<file path="src/rtl/timer8_map.vh">
// register offsets, field positions, mode and tick source codes and reset values for the 8-bit timer
`ifndef TIMER8_MAP_VH
`define TIMER8_MAP_VH

// register byte offsets
`define T8_OFF_CTRL_FIRST   12'h000
`define T8_OFF_CTRL_SECOND  12'h004
`define T8_OFF_COUNT        12'h008
`define T8_OFF_CMP_A        12'h00C
`define T8_OFF_CMP_B        12'h010
`define T8_OFF_MASK         12'h014
`define T8_OFF_FLAG         12'h018
`define T8_OFF_SERVICE      12'h01C

// first control: [7:6] out mode a, [5:4] out mode b, [1:0] mode low bits
`define T8_COMA_HI          7
`define T8_COMA_LO          6
`define T8_COMB_HI          5
`define T8_COMB_LO          4
`define T8_WGM_LO_HI        1
`define T8_WGM_LO_LO        0
// second control: [7] force a, [6] force b, [3] mode bit 2, [2:0] tick source
`define T8_FORCE_A          7
`define T8_FORCE_B          6
`define T8_WGM_HI           3
`define T8_CS_HI            2
`define T8_CS_LO            0
// flag and mask bits
`define T8_BIT_OVF          0
`define T8_BIT_MATCH_A      1
`define T8_BIT_MATCH_B      2

// waveform modes
`define T8_WGM_NORMAL       3'h0
`define T8_WGM_PCPWM_FF     3'h1
`define T8_WGM_CTC          3'h2
`define T8_WGM_FAST_FF      3'h3
`define T8_WGM_PCPWM_A      3'h5
`define T8_WGM_FAST_A       3'h7

// tick sources
`define T8_CS_STOP          3'h0
`define T8_CS_DIV1          3'h1
`define T8_CS_DIV8          3'h2
`define T8_CS_DIV64         3'h3
`define T8_CS_DIV256        3'h4
`define T8_CS_DIV1024       3'h5
`define T8_CS_EXT_FALL      3'h6
`define T8_CS_EXT_RISE      3'h7

// values and reset
`define T8_BOTTOM           8'h00
`define T8_MAX              8'hFF
`define T8_RESET_BYTE       8'h00
`endif
</file>
<file path="src/rtl/timer8_counter_compare_unit.v">
// 8-bit timer/counter with two compare units behind an APB slave
`timescale 1ns/100ps
`default_nettype none
`include "timer8_map.vh"

// Notes on behaviour
// - counter and compare registers are 8 bits
// - three request flags, each masked separately
// - tick from prescaler or pin, edge chosen
// - tick source zero stops counter
// - counter readable and writable any time
// - counter write beats count or clear
// - each tick clears, increments or decrements
// - mode field split across both controls
// - bottom at 0x00, max at 0xFF
// - top is 0xFF or compare A
// - match sets flag on next tick
// - flag cleared by service or writing one
// - overflow flag set per mode
// - compare buffered only in PWM modes
// - buffer loads only at top, in fast and phase-correct modes
// - software reaches buffer or active register
// - outputs formed from match, mode, direction, bottom
// - force updates output in non-PWM modes only, no flag or clear
// - counter write blocks next tick's match
// - output state kept across mode changes
// - output mode bits act at once
// - output states reset to zero
// - output mode zero leaves state alone
// - modes 0 normal, 2 ctc, 3/7 fast
module timer8_counter_compare_unit (
  input  wire        clk_sys,
  input  wire        rst,
  input  wire        psel,
  input  wire        penable,
  input  wire        pwrite,
  input  wire [11:0] paddr,
  input  wire [31:0] pwdata,
  input  wire [3:0]  pstrb,
  output reg  [31:0] prdata,
  output reg         pready,
  output reg         pslverr,
  input  wire        extCountPin,
  output reg         compareOutA,
  output reg         compareOutB,
  output reg         overflowIrq,
  output reg         matchIrqA,
  output reg         matchIrqB
);

  reg  [7:0] timerCtrlFirst_reg;
  reg  [7:0] timerCtrlSecond_reg;
  reg  [7:0] countValue_reg;
  reg  [7:0] cmpActiveA_reg;
  reg  [7:0] cmpActiveB_reg;
  reg  [7:0] cmpBufA_reg;
  reg  [7:0] cmpBufB_reg;
  reg  [2:0] irqMask_reg;
  reg  [2:0] flag_reg;
  reg        outStateA_reg;
  reg        outStateB_reg;
  reg        countDown_reg;
  reg        blockMatch_reg;
  reg  [9:0] prescale_reg;
  reg        extSync1_reg;
  reg        extSync2_reg;
  reg        extPrev_reg;

  wire       busWrite  = psel & penable & pwrite;
  wire       laneLow   = pstrb[0];
  wire [2:0] tickSel   = timerCtrlSecond_reg[`T8_CS_HI:`T8_CS_LO];
  wire [1:0] comA      = timerCtrlFirst_reg[`T8_COMA_HI:`T8_COMA_LO];
  wire [1:0] comB      = timerCtrlFirst_reg[`T8_COMB_HI:`T8_COMB_LO];
  wire       hitAddr   = (paddr == `T8_OFF_CTRL_FIRST) | (paddr == `T8_OFF_CTRL_SECOND) |
                         (paddr == `T8_OFF_COUNT) | (paddr == `T8_OFF_CMP_A) |
                         (paddr == `T8_OFF_CMP_B) | (paddr == `T8_OFF_MASK) |
                         (paddr == `T8_OFF_FLAG) | (paddr == `T8_OFF_SERVICE);
  wire       wrOk      = busWrite & laneLow & hitAddr;
  wire       wrCount   = wrOk & (paddr == `T8_OFF_COUNT);

  // mode field gathered from both control registers
  wire [2:0] waveMode  = {timerCtrlSecond_reg[`T8_WGM_HI],
                          timerCtrlFirst_reg[`T8_WGM_LO_HI:`T8_WGM_LO_LO]};
  wire       modeCtc   = (waveMode == `T8_WGM_CTC);
  wire       modeFast  = (waveMode == `T8_WGM_FAST_FF) | (waveMode == `T8_WGM_FAST_A);
  wire       modePc    = (waveMode == `T8_WGM_PCPWM_FF) | (waveMode == `T8_WGM_PCPWM_A);
  wire       modePwm   = modeFast | modePc;
  // top is fixed max or compare A
  wire       topIsA    = (waveMode == `T8_WGM_FAST_A) | (waveMode == `T8_WGM_PCPWM_A) | modeCtc;
  wire [7:0] topValue  = topIsA ? cmpActiveA_reg : `T8_MAX;
  wire       atBottom  = (countValue_reg == `T8_BOTTOM);
  wire       atMax     = (countValue_reg == `T8_MAX);
  wire       atTop     = (countValue_reg == topValue);
  wire       eqA       = (countValue_reg == cmpActiveA_reg);
  wire       eqB       = (countValue_reg == cmpActiveB_reg);

  // two-stage sync of the count pin before any edge logic
  always @(posedge clk_sys) begin
    if (rst) begin
      extSync1_reg <= 1'b0;
      extSync2_reg <= 1'b0;
      extPrev_reg  <= 1'b0;
    end else begin
      extSync1_reg <= extCountPin;
      extSync2_reg <= extSync1_reg;
      extPrev_reg  <= extSync2_reg;
    end
  end

  // free-running prescaler; never reset by software, so first period may be short
  always @(posedge clk_sys) begin
    if (rst) begin
      prescale_reg <= 10'h000;
    end else begin
      prescale_reg <= prescale_reg + 10'h001;
    end
  end

  reg timerTick;
  always @* begin
    case (tickSel)
      `T8_CS_DIV1:     timerTick = 1'b1;
      `T8_CS_DIV8:     timerTick = (prescale_reg[2:0] == 3'h7);
      `T8_CS_DIV64:    timerTick = (prescale_reg[5:0] == 6'h3F);
      `T8_CS_DIV256:   timerTick = (prescale_reg[7:0] == 8'hFF);
      `T8_CS_DIV1024:  timerTick = (prescale_reg == 10'h3FF);
      `T8_CS_EXT_FALL: timerTick = extPrev_reg & ~extSync2_reg;
      `T8_CS_EXT_RISE: timerTick = ~extPrev_reg & extSync2_reg;
      default:         timerTick = 1'b0;
    endcase
  end

  // matches suppressed on the tick after a counter write
  wire matchA = eqA & timerTick & ~blockMatch_reg;
  wire matchB = eqB & timerTick & ~blockMatch_reg;

  always @(posedge clk_sys) begin
    if (rst) begin
      blockMatch_reg <= 1'b0;
    end else if (wrCount) begin
      blockMatch_reg <= 1'b1;
    end else if (timerTick) begin
      blockMatch_reg <= 1'b0;
    end
  end

  // next count per mode; phase-correct turns at top and bottom
  reg [7:0] countNext;
  reg       downNext;
  reg       ovfEvent;
  always @* begin
    countNext = countValue_reg;
    downNext  = countDown_reg;
    ovfEvent  = 1'b0;
    if (modePc) begin
      if (atTop) begin
        downNext = 1'b1;
      end else if (atBottom) begin
        downNext = 1'b0;
      end
      countNext = (atTop | (countDown_reg & ~atBottom)) ? countValue_reg - 8'h01
                                                       : countValue_reg + 8'h01;
      ovfEvent  = atBottom;
    end else if ((modeCtc | modeFast) & atTop) begin
      countNext = `T8_BOTTOM;
      ovfEvent  = modeFast | atMax;
    end else begin
      countNext = countValue_reg + 8'h01;
      ovfEvent  = atMax;
    end
  end

  // counter access is free at all times
  // software write overrides count and clear
  always @(posedge clk_sys) begin
    if (rst) begin
      countValue_reg <= `T8_RESET_BYTE;
      countDown_reg  <= 1'b0;
    end else if (wrCount) begin
      countValue_reg <= pwdata[7:0];
    end else if (timerTick) begin
      countValue_reg <= countNext;
      countDown_reg  <= downNext;
    end
  end

  // buffer load at top (fast) or at top (phase-correct)
  wire loadActive = timerTick & atTop & modePwm;
  // software writes land in buffer or active register
  always @(posedge clk_sys) begin
    if (rst) begin
      cmpBufA_reg    <= `T8_RESET_BYTE;
      cmpBufB_reg    <= `T8_RESET_BYTE;
      cmpActiveA_reg <= `T8_RESET_BYTE;
      cmpActiveB_reg <= `T8_RESET_BYTE;
    end else begin
      if (wrOk & (paddr == `T8_OFF_CMP_A)) begin
        cmpBufA_reg <= pwdata[7:0];
      end
      if (wrOk & (paddr == `T8_OFF_CMP_B)) begin
        cmpBufB_reg <= pwdata[7:0];
      end
      if (!modePwm) begin
        cmpActiveA_reg <= (wrOk & (paddr == `T8_OFF_CMP_A)) ? pwdata[7:0] : cmpActiveA_reg;
        cmpActiveB_reg <= (wrOk & (paddr == `T8_OFF_CMP_B)) ? pwdata[7:0] : cmpActiveB_reg;
      end else if (loadActive) begin
        cmpActiveA_reg <= cmpBufA_reg;
        cmpActiveB_reg <= cmpBufB_reg;
      end
    end
  end

  // force strobes act only in non-PWM modes
  // strobes live for the write cycle only
  wire forceA = wrOk & (paddr == `T8_OFF_CTRL_SECOND) & pwdata[`T8_FORCE_A] & ~modePwm;
  wire forceB = wrOk & (paddr == `T8_OFF_CTRL_SECOND) & pwdata[`T8_FORCE_B] & ~modePwm;

  // output state update; mode bits read live, never buffered
  function outNext;
    input       cur;
    input [1:0] com;
    input       hit;
    input       pwm;
    input       pc;
    input       down;
    input       bottom;
    begin
      outNext = cur;
      if (com != 2'h0) begin
        if (!pwm) begin
          if (hit) begin
            outNext = (com == 2'h1) ? ~cur : com[0];
          end
        end else if (com[1]) begin
          if (pc) begin
            if (hit) begin
              outNext = com[0] ^ down;
            end
          end else if (hit) begin
            outNext = com[0];
          end else if (bottom) begin
            outNext = ~com[0];
          end
        end
      end
    end
  endfunction

  // mode zero leaves state as is
  always @(posedge clk_sys) begin
    if (rst) begin
      outStateA_reg <= 1'b0;
      outStateB_reg <= 1'b0;
    end else begin
      outStateA_reg <= outNext(outStateA_reg, comA, matchA | forceA, modePwm, modePc,
                               countDown_reg, timerTick & atBottom & ~modePc);
      outStateB_reg <= outNext(outStateB_reg, comB, matchB | forceB, modePwm, modePc,
                               countDown_reg, timerTick & atBottom & ~modePc);
    end
  end

  // flags set by events, masked onto request outputs
  // match flag set on the tick
  // cleared by service pulse or one written; set wins
  // overflow set at max; at top in fast, at bottom in phase-correct
  wire [2:0] flagSet = {matchB, matchA, timerTick & ovfEvent & ~wrCount};
  wire [2:0] flagClr = (wrOk & (paddr == `T8_OFF_FLAG))    ? pwdata[2:0] :
                       (wrOk & (paddr == `T8_OFF_SERVICE)) ? pwdata[2:0] : 3'h0;
  always @(posedge clk_sys) begin
    if (rst) begin
      flag_reg <= 3'h0;
    end else begin
      flag_reg <= flagSet | (flag_reg & ~flagClr);
    end
  end

  // control and mask registers; force bits never stored
  always @(posedge clk_sys) begin
    if (rst) begin
      timerCtrlFirst_reg  <= `T8_RESET_BYTE;
      timerCtrlSecond_reg <= `T8_RESET_BYTE;
      irqMask_reg         <= 3'h0;
    end else if (wrOk) begin
      if (paddr == `T8_OFF_CTRL_FIRST) begin
        timerCtrlFirst_reg <= pwdata[7:0] & 8'hF3;
      end
      if (paddr == `T8_OFF_CTRL_SECOND) begin
        timerCtrlSecond_reg <= pwdata[7:0] & 8'h0F;
      end
      if (paddr == `T8_OFF_MASK) begin
        irqMask_reg <= pwdata[2:0];
      end
    end
  end

  // APB read data; compare read returns whichever register software owns
  reg [7:0] readByte;
  always @* begin
    case (paddr)
      `T8_OFF_CTRL_FIRST:  readByte = timerCtrlFirst_reg;
      `T8_OFF_CTRL_SECOND: readByte = timerCtrlSecond_reg;
      `T8_OFF_COUNT:       readByte = countValue_reg;
      `T8_OFF_CMP_A:       readByte = modePwm ? cmpBufA_reg : cmpActiveA_reg;
      `T8_OFF_CMP_B:       readByte = modePwm ? cmpBufB_reg : cmpActiveB_reg;
      `T8_OFF_MASK:        readByte = {5'h00, irqMask_reg};
      `T8_OFF_FLAG:        readByte = {5'h00, flag_reg};
      default:             readByte = 8'h00;
    endcase
  end

  // zero-wait slave: ready pulses in the access cycle via a registered setup
  always @(posedge clk_sys) begin
    if (rst) begin
      pready  <= 1'b0;
      pslverr <= 1'b0;
      prdata  <= 32'h00000000;
    end else begin
      pready  <= psel & ~penable;
      pslverr <= psel & ~penable & ~hitAddr;
      prdata  <= (psel & ~penable & ~pwrite) ? {24'h000000, readByte} : 32'h00000000;
    end
  end

  // registered outputs
  always @(posedge clk_sys) begin
    if (rst) begin
      compareOutA <= 1'b0;
      compareOutB <= 1'b0;
      overflowIrq <= 1'b0;
      matchIrqA   <= 1'b0;
      matchIrqB   <= 1'b0;
    end else begin
      compareOutA <= outStateA_reg;
      compareOutB <= outStateB_reg;
      overflowIrq <= flag_reg[`T8_BIT_OVF] & irqMask_reg[`T8_BIT_OVF];
      matchIrqA   <= flag_reg[`T8_BIT_MATCH_A] & irqMask_reg[`T8_BIT_MATCH_A];
      matchIrqB   <= flag_reg[`T8_BIT_MATCH_B] & irqMask_reg[`T8_BIT_MATCH_B];
    end
  end

endmodule
`default_nettype wire

</file>
<file path="config.mk">
export PLATFORM = sky130hd
export DESIGN_NAME = timer8_counter_compare_unit
export DESIGN_NICKNAME = d
export VERILOG_FILES = /design/src/rtl/timer8_counter_compare_unit.v
export VERILOG_INCLUDE_DIRS = /design/src /design/src/rtl
export SDC_FILE = /design/constraint.sdc
export NUM_CORES = 1
export LEC_CHECK = 0
export BUFFER_PORTS_ARGS = -buffer_cell sky130_fd_sc_hd__buf_2
export CAP_MARGIN = 20
export CORE_MARGIN = 4
export CORE_UTILIZATION = 50
export DETAILED_ROUTE_END_ITERATION = 8
export GPL_ROUTABILITY_DRIVEN = 0
export PLACE_DENSITY = 0.71
export SYNTH_ARGS = -nofsm -noshare
export SYNTH_HDL_FRONTEND = slang
export SYNTH_SLANG_ARGS = --single-unit
</file>
<file path="constraint.sdc">
create_clock -name clk_sys -period 3.32 [get_ports clk_sys]
set_input_delay 0.498 -clock clk_sys [delete_from_list [all_inputs] [get_ports clk_sys]]
set_output_delay 0.498 -clock clk_sys [all_outputs]
set_load 0.1 [all_outputs]
</file>
# After elaboration in Yosys (flattened, before gate mapping)
# Cells that the tools add are included.
# totals
wordCells	195
inputBits	54
regBits	112
output_inout_bits	39
# op_classes
n_bitwise	71
mux	40
n_reduce_logical	21
addsub	3
eq_ne	34
# op_table
cell	count
8-bit 2-to-1 mux	14
8-bit case mux with 7 select lines	1
12-bit by 5-bit equality test with 1-bit output, second input constant	4
1-bit bitwise AND	34
12-bit by 4-bit equality test with 1-bit output, second input constant	2
8-bit equality test	3
1-bit 2-to-1 mux	22
3-bit equality test, second input constant	7
2-bit nonzero test	10
1-bit bitwise OR	17
8-bit equality test, second input constant	2
1-bit inverter	15
12-bit by 3-bit equality test with 1-bit output, second input constant	1
3-bit by 2-bit equality test with 1-bit output, second input constant	4
12-bit zero test	1
10-bit by 1-bit adder with 10-bit output, second input constant	1
10-bit equality test, second input constant	1
2-bit AND reduction	5
5-bit AND reduction	2
8-bit by 1-bit adder with 8-bit output, second input constant	1
8-bit zero test	1
8-bit by 1-bit subtractor with 8-bit output, second input constant	1
1-bit case mux with 7 select lines	1
3-bit by 1-bit equality test with 1-bit output, second input constant	2
other kinds (11)	17

# Longest topological paths before layout
# Gate-level depths: netlist of the first run.
# depth
depth_word	17
ltp_mapped	10
depth_no_buf	9

# Worst setup path before layout of the first run
# Ideal clock, no wire load.
# synth_timing
path_type	input to register
start	input port paddr[9]
end	register cmpActiveB_reg[7]
setup_time_ns	0.067
stages	10
slack_ns	0.565
arrival_ns	2.688
path_cell_list	or4_4 or4_4 buf_6 nor4_4 buf_6 and2_4 a31oi_2 buf_6 a21o_1 a21oi_2
# synth_between
elab_chain_len	12
elab_cells_between_ends	19
classes_between	eq/ne (7); bitwise (9); reduce/logical (3)
# synth_lines
item	line_no	rtl
start: declaration	timer8_counter_compare_unit.v:37	input wire [11:0] paddr,
12-bit by 3-bit equality test with 1-bit output or 12-bit zero test (tied branches)	--	
1-bit bitwise OR (7 in series)	timer8_counter_compare_unit.v:74	wire hitAddr = (paddr == `T8_OFF_CTRL_FIRST) | (paddr == `T8_OFF_CTRL_SECOND) |
1-bit bitwise AND	timer8_counter_compare_unit.v:78	wire wrOk = busWrite & laneLow & hitAddr;
1-bit bitwise AND *	timer8_counter_compare_unit.v:205	cmpActiveB_reg <= (wrOk & (paddr == `T8_OFF_CMP_B)) ? pwdata[7:0] : cmpActiveB_reg;
2-bit nonzero test (no source line) *	--	
2-bit AND reduction (no source line) *	--	
end signal: assignment	timer8_counter_compare_unit.v:195	cmpActiveB_reg <= `T8_RESET_BYTE;
end signal: assignment	timer8_counter_compare_unit.v:205	
end signal: assignment	timer8_counter_compare_unit.v:208	cmpActiveB_reg <= cmpBufB_reg;
end: declaration	timer8_counter_compare_unit.v:55	reg [7:0] cmpActiveB_reg;
# Mark *: on every way between the ends. The rest lies on a longest branch, timed or not.
# A chain may end at the register's enable or synchronous reset.

# Worst setup path in the final report of the first run
# layout_timing
start	register countValue_reg[4]
end	register cmpActiveB_reg[2]
# layout_between
elab_chain_len	5
# layout_lines
item	line_no	rtl
start: declaration	timer8_counter_compare_unit.v:53	reg [7:0] countValue_reg;
start signal: assignment	timer8_counter_compare_unit.v:177	countValue_reg <= `T8_RESET_BYTE;
start signal: assignment	timer8_counter_compare_unit.v:180	countValue_reg <= pwdata[7:0];
start signal: assignment	timer8_counter_compare_unit.v:182	countValue_reg <= countNext;
8-bit equality test	timer8_counter_compare_unit.v:93	wire atTop = (countValue_reg == topValue);
1-bit bitwise AND (2 in series)	timer8_counter_compare_unit.v:188	wire loadActive = timerTick & atTop & modePwm;
2-bit by 1-bit inequality test with 1-bit output (no source line)	--	
2-bit AND reduction (no source line)	--	
# No other way between the ends.

==> results of run 1 <==
cell usage after synthesis, drive strengths merged (7+ instances only):
cell	count
a211oi	20
o22ai	8
clkbuf	29
inv	19
nand4	9
nand3	27
nor2b	17
a31oi	7
nor4	7
nand2b	8
nor3	9
nand2	37
or3	9
dfxtp	88
and2	7
mux2i	53
o21a	7
a21oi	31
o21ai	20
xnor2	14
nor2	79
buf	40
worst register-to-register path: stages (launching register included):
cell	delay, ps
dfxtp_1	590
inv_1	190
o2111a_1	310
a31oi_1	510
nor3_2	90
buf_4	200
a31oi_2	460
buf_4	250
mux2i_1	190
nor2_1	50
power by group:
| group | switching (mW) | total (mW) | leakage, nW | internal (mW) |
|---|---|---|---|---|
| clock | 0.391 | 0.834 | 0.106 | 0.443 |
| combinational | 0.215 | 0.264 | 1.38 | 0.0489 |
| sequential | 0.00782 | 1.07 | 0.711 | 1.06 |
| total | 0.614 | 2.17 | 2.19 | 1.55 |
stage by stage:
step	total power [mW]	util [%]
floorplan	1.323	-
global placement	1.351	54.89
detailed placement	1.354	54.89
CTS	2.184	57.11
global route	2.247	57.11
finish	2.168	57.11
path summary, 6_finish.rpt:
| kind | end | startpoint | slack [ps] |
|---|---|---|---|
| worst min register to register | extSync2_reg | extSync1_reg | 440 |
| worst max-delay path | cmpActiveB_reg[2] | countValue_reg[4] | 380 |
| worst max register to register | cmpActiveB_reg[2] | countValue_reg[4] | 380 |
| worst min-delay path | extSync1_reg | extCountPin | 340 |
layout make-up:
| type | instances | area [um2] | share of cell area, % |
|---|---|---|---|
| clock buffer | 11 | 141.4 | 2.487 |
| clock inverter | 5 | 80.08 | 1.408 |
| inverter | 19 | 71.32 | 1.254 |
| multi-input combinational | 475 | 3078 | 54.14 |
| sequential | 88 | 1763 | 31.01 |
| tap | 133 | 166.4 | 2.927 |
| timing repair buffer | 65 | 385.4 | 6.778 |
cells by family after synthesis:
| logic type | count (synthesis) | synth area share [%] |
|---|---|---|
| and+or+nand+nor | 234 | 23.41 |
| adders and majority gates | 5 | 1.202 |
| AOI/OAI and AO/OA | 137 | 18.48 |
| other | 1 | 0.07203 |
| xor gates and xnor gates | 18 | 3.028 |
| muxes | 57 | 11.27 |
| buffers and inverters | 88 | 8.700 |
| DFF | 88 | 33.84 |
routing by layer:
metal	GRT usage, %	wire length [um]
met5	0	0
met2	40.47	6824
met3	4.543	1314
met1	32.57	6002
met4	9.528	424
cell usage in the layout (no fill, tap or decap), types with 3 or more instances in the layout:
| master | instances |
|---|---|
| a211oi_1 | 20 |
| a21oi_1 | 30 |
| a311oi_1 | 3 |
| a31oi_1 | 6 |
| a41o_1 | 3 |
| and2_1 | 6 |
| and4_1 | 4 |
| buf_2 | 41 |
| buf_4 | 24 |
| clkbuf_8 | 10 |
| conb_1 | 24 |
| dfxtp_1 | 87 |
| ha_1 | 5 |
| inv_1 | 19 |
| mux2_2 | 3 |
| mux2i_1 | 53 |
| nand2_1 | 37 |
| nand2b_1 | 8 |
| nand3_1 | 26 |
| nand3b_1 | 5 |
| nand4_1 | 8 |
| nor2_1 | 79 |
| nor2b_1 | 17 |
| nor3_1 | 8 |
| nor4_1 | 5 |
| o2111a_1 | 4 |
| o211ai_1 | 5 |
| o21a_1 | 7 |
| o21ai_0 | 19 |
| o22ai_1 | 8 |
| or3_1 | 9 |
| or4_1 | 3 |
| xnor2_1 | 14 |
| xor2_1 | 4 |
==> results.cfg, run 1 <==
[run_status]
status = finished clean

[clock_network]
clockRootBuffer = clkbuf_8
worst_setup_hold_path_clk_slew_ps = 90
postCtsHoldBufs = 0
ctsResizeCount = 0
cts.sinks = 88
cts_tree = done
cts.path.max_buffers = 2
clk_latency_ps = 370
cts_buffers = 9
post_cts_buffers = 0
htreeDepth = 3

[timing]
hold_ws_ps = 336.9
drv_slew = 0
hold_violations = 0
max_freq_mhz = 339.9
timing.final.crit_period_ps = 2942
fin_crit_sh_pct = 88.62
worst_pin_slew_ps = 700.4
finalClockSkew_ps = 12.04
rsz0062_at_grt = no
finalSetupViolations = 0
finalSetupTns_ps = 0
relSlewSlack_pct = 53.20
final.setup.worst_slack_ps = 377.9

[detailed_routing]
routed_wl_um = 14570
wl_per_cell_um = 18.30
via_count = 4844
drt_iter0_drc = 495
ant_nets = 0
viasPerCell = 6.085
dr.pass1.iters = 5
drc = 0

[place]
place.port_buffers = 41
dpl.cell_count = 780
placed_cell_area_mm2 = 0.005464
hpwl_um = 10540
preCtsSetupSlack_ps = 216.8

[worst_setup_path]
arrival_ps = 3200
crit_cells = 9
worstPathRequired_ps = 3580
cp_num_buf_inv = 3
cp-start-kind = register
worst_setup_path_end_kind = register
critical_path.max_stage_delay_ps = 590
worstSetupPathType = register to register
reg2reg_depth = 9
path_cells = inv_1, o2111a_1, a31oi_1, nor3_2, buf_4, a31oi_2, buf_4, mux2i_1, nor2_1
cpMaxStageDelayCell = dfxtp_1
critPathMaxFanout = 9
path_delay_family = compound AO/OA/AOI/OAI gates
crit_top_cell = buf_4

[yosys]
synthArstFlopShare_pct = 0
synth.distinct_cells = 76
avgSynthCellArea_um2 = 8.290
synth_top_cells_by_area = dfxtp_1 34%, mux2i_1 10%, nor2_1 5.7%, buf_4 3.5%, a211oi_1 2.9%
synth_top_area_share_pct = 33.84
yosysSeqAreaShare_pct = 33.84
ys_seq_elements = 88
synth_area_mm2 = 0.005206
synth_edf_count = 0
synth_ff_type = dfxtp_1
yosysWarnings = 0
synth_top_cell_by_area = dfxtp_1
synthCells = 628

[power_and_ir_drop]
peakVddDrop_v = 0.0002847
p_leak_nw = 2.194
power_per_cell_area_mw_per_mm2 = 381.4

[grt]
grt_pass1_vias = 4506
grt_max_degree = 49
grt_pass1_wl_um = 23160
antenna_found_initial = 0
grt_usage_pct = 24.81
overflow = 0

[floorplan]
die_h_um = 110.0
die_w_um = 110.0
initial_core_util_pct = 52.30
rows = 36
core_area_mm2 = 0.009955
io_pins = 93
fp.dieArea_mm2 = 0.01211

[layout]
drive_gt1_share_pct = 15.23
nNetsFinal = 717
fillers = 910
design_area_mm2 = 0.005685
final_cells = 796
syn_to_final_growth_pct = 9.204
diodes = 0
largest_reg_flops = 10

[min_path]
holdPathStages = 2
min_path_type = input port to register

[job]
max_cap_viol_count = 0
Power figures use the tool's default switching activity.
==> inputs of run 2 (changes only) <==
Settings changed: CORE_ASPECT_RATIO set to 1.75.
==> results.cfg, run 2 (synthesis results as in run 1) <==
[detailed_routing]
drt_iter0_drc = 426
wl_per_cell_um = 19.44
via_count = 4932
routed_wl_um = 15340
drc = 1
viasPerCell = 6.251
ant_nets = 0
dr.pass1.iters = 7

[grt]
overflow = 0
grt_pass1_wl_um = 24350
grt_max_degree = 46
grt_pass1_vias = 4902
grt_usage_pct = 25.55
antenna_found_initial = 0

[worst_setup_path]
reg2reg_depth = 7
cp-start-kind = register
worst_setup_path_end_kind = register
worstPathRequired_ps = 3570
worstSetupPathType = register to register
arrival_ps = 3200
critPathMaxFanout = 13

[place]
hpwl_um = 11080
placed_cell_area_mm2 = 0.005456
place.port_buffers = 41

[timing]
drv_slew = 0
worst_pin_slew_ps = 680.8
finalSetupViolations = 0
finalClockSkew_ps = 5.788
fin_crit_sh_pct = 89.13
rsz0062_at_grt = no
timing.final.crit_period_ps = 2959
relSlewSlack_pct = 53.97
max_freq_mhz = 337.9
hold_violations = 0
finalSetupTns_ps = 0

[power_and_ir_drop]
power_per_cell_area_mw_per_mm2 = 420.3
peakVddDrop_v = 0.0003389
p_leak_nw = 2.238

[floorplan]
core_area_mm2 = 0.01024
io_pins = 93
rows = 49
initial_core_util_pct = 50.85
fp.dieArea_mm2 = 0.01217
die_h_um = 143.0
die_w_um = 85.14

[clock_network]
ctsResizeCount = 0
cts_tree = done
worst_setup_hold_path_clk_slew_ps = 60
htreeDepth = 3
cts.sinks = 88
postCtsHoldBufs = 0
clk_latency_ps = 350
clockRootBuffer = clkbuf_16
cts_buffers = 9
post_cts_buffers = 0
cts.path.max_buffers = 2

[layout]
diodes = 0
utilization_pct = 56.32
mostFrequentLayoutCell = dfxtp_1
syn_to_final_growth_pct = 10.77
fillers = 920
design_area_mm2 = 0.005767
nNetsFinal = 717
final_cell_mix = 87 x dfxtp_1, 79 x nor2_1, 53 x mux2i_1
drive_gt1_share_pct = 15.11
largest_reg_flops = 10

[run_status]
status = finished with violations
violations = design-rule violations

[job]
max_cap_viol_count = 0

[min_path]
min_path_type = input port to register
holdPathStages = 2
-- run 2: cell types whose count changed in the layout (fill, tap and decap cells not counted) --
cell / delta
clkinvlp_4: -1
clkbuf_8: -10
clkbuf_16: +9
inv_6: +1
-- run 2: layer usage --
layer | vias to the layer above | wire length, um | GRT usage [%]
met4 | 0 | 1246 | 21.02
met3 | 82 | 994 | 4.157
met2 | 278 | 7724 | 44.10
met1 | 2294 | 5377 | 26.76
met5 | - | 0 | 0
li1 | 2278 | - | -
-- run 2: final cells by class --
cell class | instances | area [um2] | area share, %
clock buffer | 10 | 229.0 | 3.971
clock inverter | 5 | 81.33 | 1.410
inverter | 19 | 71.32 | 1.237
multi-input combinational | 475 | 3078 | 53.37
sequential | 88 | 1763 | 30.57
tap | 127 | 158.9 | 2.755
timing repair buffer | 65 | 385.4 | 6.683
-- run 2: stage by stage --
| stage | worst slack [ps] | total power, mW | hold slack, ps | std cells |
|---|---|---|---|---|
| 3_3_place_gp | 359.1 | 1.352 | 417.7 | 774 |
| 6_report | 360.8 | 2.424 | 359.9 | 789 |
| 4_1_cts | 461.0 | 2.426 | 361.1 | 789 |
| 2_1_floorplan | 564.8 | 1.323 | 413.8 | 651 |
| 5_1_grt | 243.4 | 2.484 | 386.2 | 789 |
| 3_5_place_dp | 327.0 | 1.353 | 429.8 | 774 |
-- run 2: path summary, 6_finish.rpt --
check / start / slack, ps / endpoint
setup / recovery: countValue_reg[0] / 360 / countValue_reg[5]
hold / removal: extCountPin / 360 / extSync1_reg
setup reg to reg: countValue_reg[0] / 360 / countValue_reg[5]
hold reg to reg: extSync1_reg / 440 / extSync2_reg
-- run 2: where the power goes --
| part | switching [mW] | internal [mW] |
|---|---|---|
| Sequential | 0.00792 | 1.06 |
| Clock | 0.433 | 0.657 |
| Combinational | 0.214 | 0.0481 |
-- run 2: critical path: stages (launching register included) --
cell and delay [ps]:
dfxtp_1 770, xnor2_1 210, o2111a_1 270, a31oi_1 210
o31ai_2 570, a211oi_1 220, or3_1 380, a41o_1 230
==> inputs of run 3 (changes only) <==
Settings changed: CAP_MARGIN 20 to 15, CELL_PAD_IN_SITES_DETAIL_PLACEMENT set to 1, CELL_PAD_IN_SITES_GLOBAL_PLACEMENT set to 1, CORE_UTILIZATION 50 to 42, PLACE_DENSITY 0.71 to 0.79, SETUP_SLACK_MARGIN set to 0.4.
==> results.cfg, run 3 (synthesis results as in run 1) <==
[timing]
worst_pin_slew_ps = 650.6
drv_slew = 0
rsz0062_at_grt = yes
hold_violations = 0
timing.final.crit_period_ps = 2825
finalSetupViolations = 0
finalSetupTns_ps = 0
finalClockSkew_ps = 9.430
relSlewSlack_pct = 56.63
max_freq_mhz = 354.0
fin_crit_sh_pct = 85.09
hold_ws_ps = 365.7

[floorplan]
initial_core_util_pct = 43.14
core_area_mm2 = 0.01207
die_w_um = 92.16
io_pins = 93
fp.dieArea_mm2 = 0.01431
rows = 53
die_h_um = 155.3

[detailed_routing]
via_count = 5010
wl_met2_um = 9596
drc = 0
met1_length_um = 6440
viasPerCell = 6.022
drt_iter0_drc = 337
routed_wl_um = 18010
wl_met3_um = 719
ant_nets = 0
dr.pass1.iters = 5
dr.max_layer_used = met4
wl_per_cell_um = 21.64

[grt]
grt_max_degree = 49
overflow = 0
antenna_found_initial = 0
grt_usage_pct = 25.82
grt_pass1_vias = 5393
grt_pass1_wl_um = 28770

[power_and_ir_drop]
p_leak_nw = 2.277
power_per_cell_area_mw_per_mm2 = 421.7
peakVddDrop_v = 0.0004016

[min_path]
min_path_type = input port to register

[clock_network]
post_cts_buffers = 0
clockRootBuffer = clkbuf_16
cts.path.max_buffers = 2
cts.sinks = 88
cts_tree = done
worst_setup_hold_path_clk_slew_ps = 70
postCtsHoldBufs = 0
htreeDepth = 3
clk_latency_ps = 350
cts_buffers = 9

[worst_setup_path]
worst_setup_path_end_kind = register
cp_num_buf_inv = 1
path_cells = buf_4, and4_1, and4b_1, a31oi_2, o31ai_2, a211oi_1, or3_1, a41o_1
worstPathRequired_ps = 3560
critical_path.max_stage_delay_ps = 530
worstSetupPathType = register to register
path_delay_family = compound AO/OA/AOI/OAI gates
cp-start-kind = register
critPathMaxFanout = 9
cpMaxStageDelayCell = dfxtp_1
arrival_ps = 3060

[layout]
diodes = 0
mostFrequentLayoutCell = dfxtp_1
largest_reg_flops = 10
final_cell_mix = 85 x dfxtp_1, 79 x nor2_1, 53 x mux2i_1
utilization_pct = 48.86
syn_to_final_growth_pct = 13.27
drive_gt1_share_pct = 16.49
nNetsFinal = 721

[job]
max_cap_viol_count = 0

[run_status]
status = finished clean

[place]
hpwl_um = 13100
place.port_buffers = 41
-- run 3: where the power goes --
part | switching, mW | internal [mW]
Combinational | 0.219 | 0.0489
Sequential | 0.0111 | 1.06
Clock | 0.460 | 0.685
-- run 3: timing repair --
action                                  CTS  global route
hold endpoints to repair                  0             0
endpoints found under the setup margin    2            19
pin swaps                                 0             0
resized for setup                         2             3
-- run 3: area by class of cell --
cell class | instances | area, um2
well taps | 165 | 206.4
inverters | 19 | 71.32
fillers | 1504 | 6172
flip-flops and latches | 88 | 1765
repair buffers | 69 | 427.9
multi-input cells | 475 | 3097
clock inverters | 6 | 90.09
clock buffers | 10 | 239.0
-- run 3: metal layers --
metal	GRT usage, %	vias up
met3	3.967	79
met1	26.31	2467
li1	-	2280
met5	0	-
met2	47.00	184
met4	18.71	0
-- run 3: path summary, 6_finish.rpt --
| check | slack [ps] | cells past startpoint | endpoint | start |
|---|---|---|---|---|
| worst max register to register | 490 | 8 | countValue_reg[5] | countValue_reg[3] |
| worst min register to register | 450 | 1 | extSync2_reg | extSync1_reg |
| worst min-delay path | 370 | 2 | extSync1_reg | extCountPin |
| worst max-delay path | 490 | 8 | countValue_reg[5] | countValue_reg[3] |
-- run 3: per-stage QoR --
| step | setup slack, ps | instances | power, mW | cell area (um2) |
|---|---|---|---|---|
| floorplan | 564.8 | 651 | 1.323 | 5293 |
| global placement | 321.0 | 816 | 1.356 | 5547 |
| detailed placement | 252.0 | 816 | 1.360 | 5547 |
| CTS | 402.6 | 832 | 2.497 | 5878 |
| global route | 315.7 | 832 | 2.564 | 5897 |
| finish | 494.9 | 832 | 2.487 | 5897 |
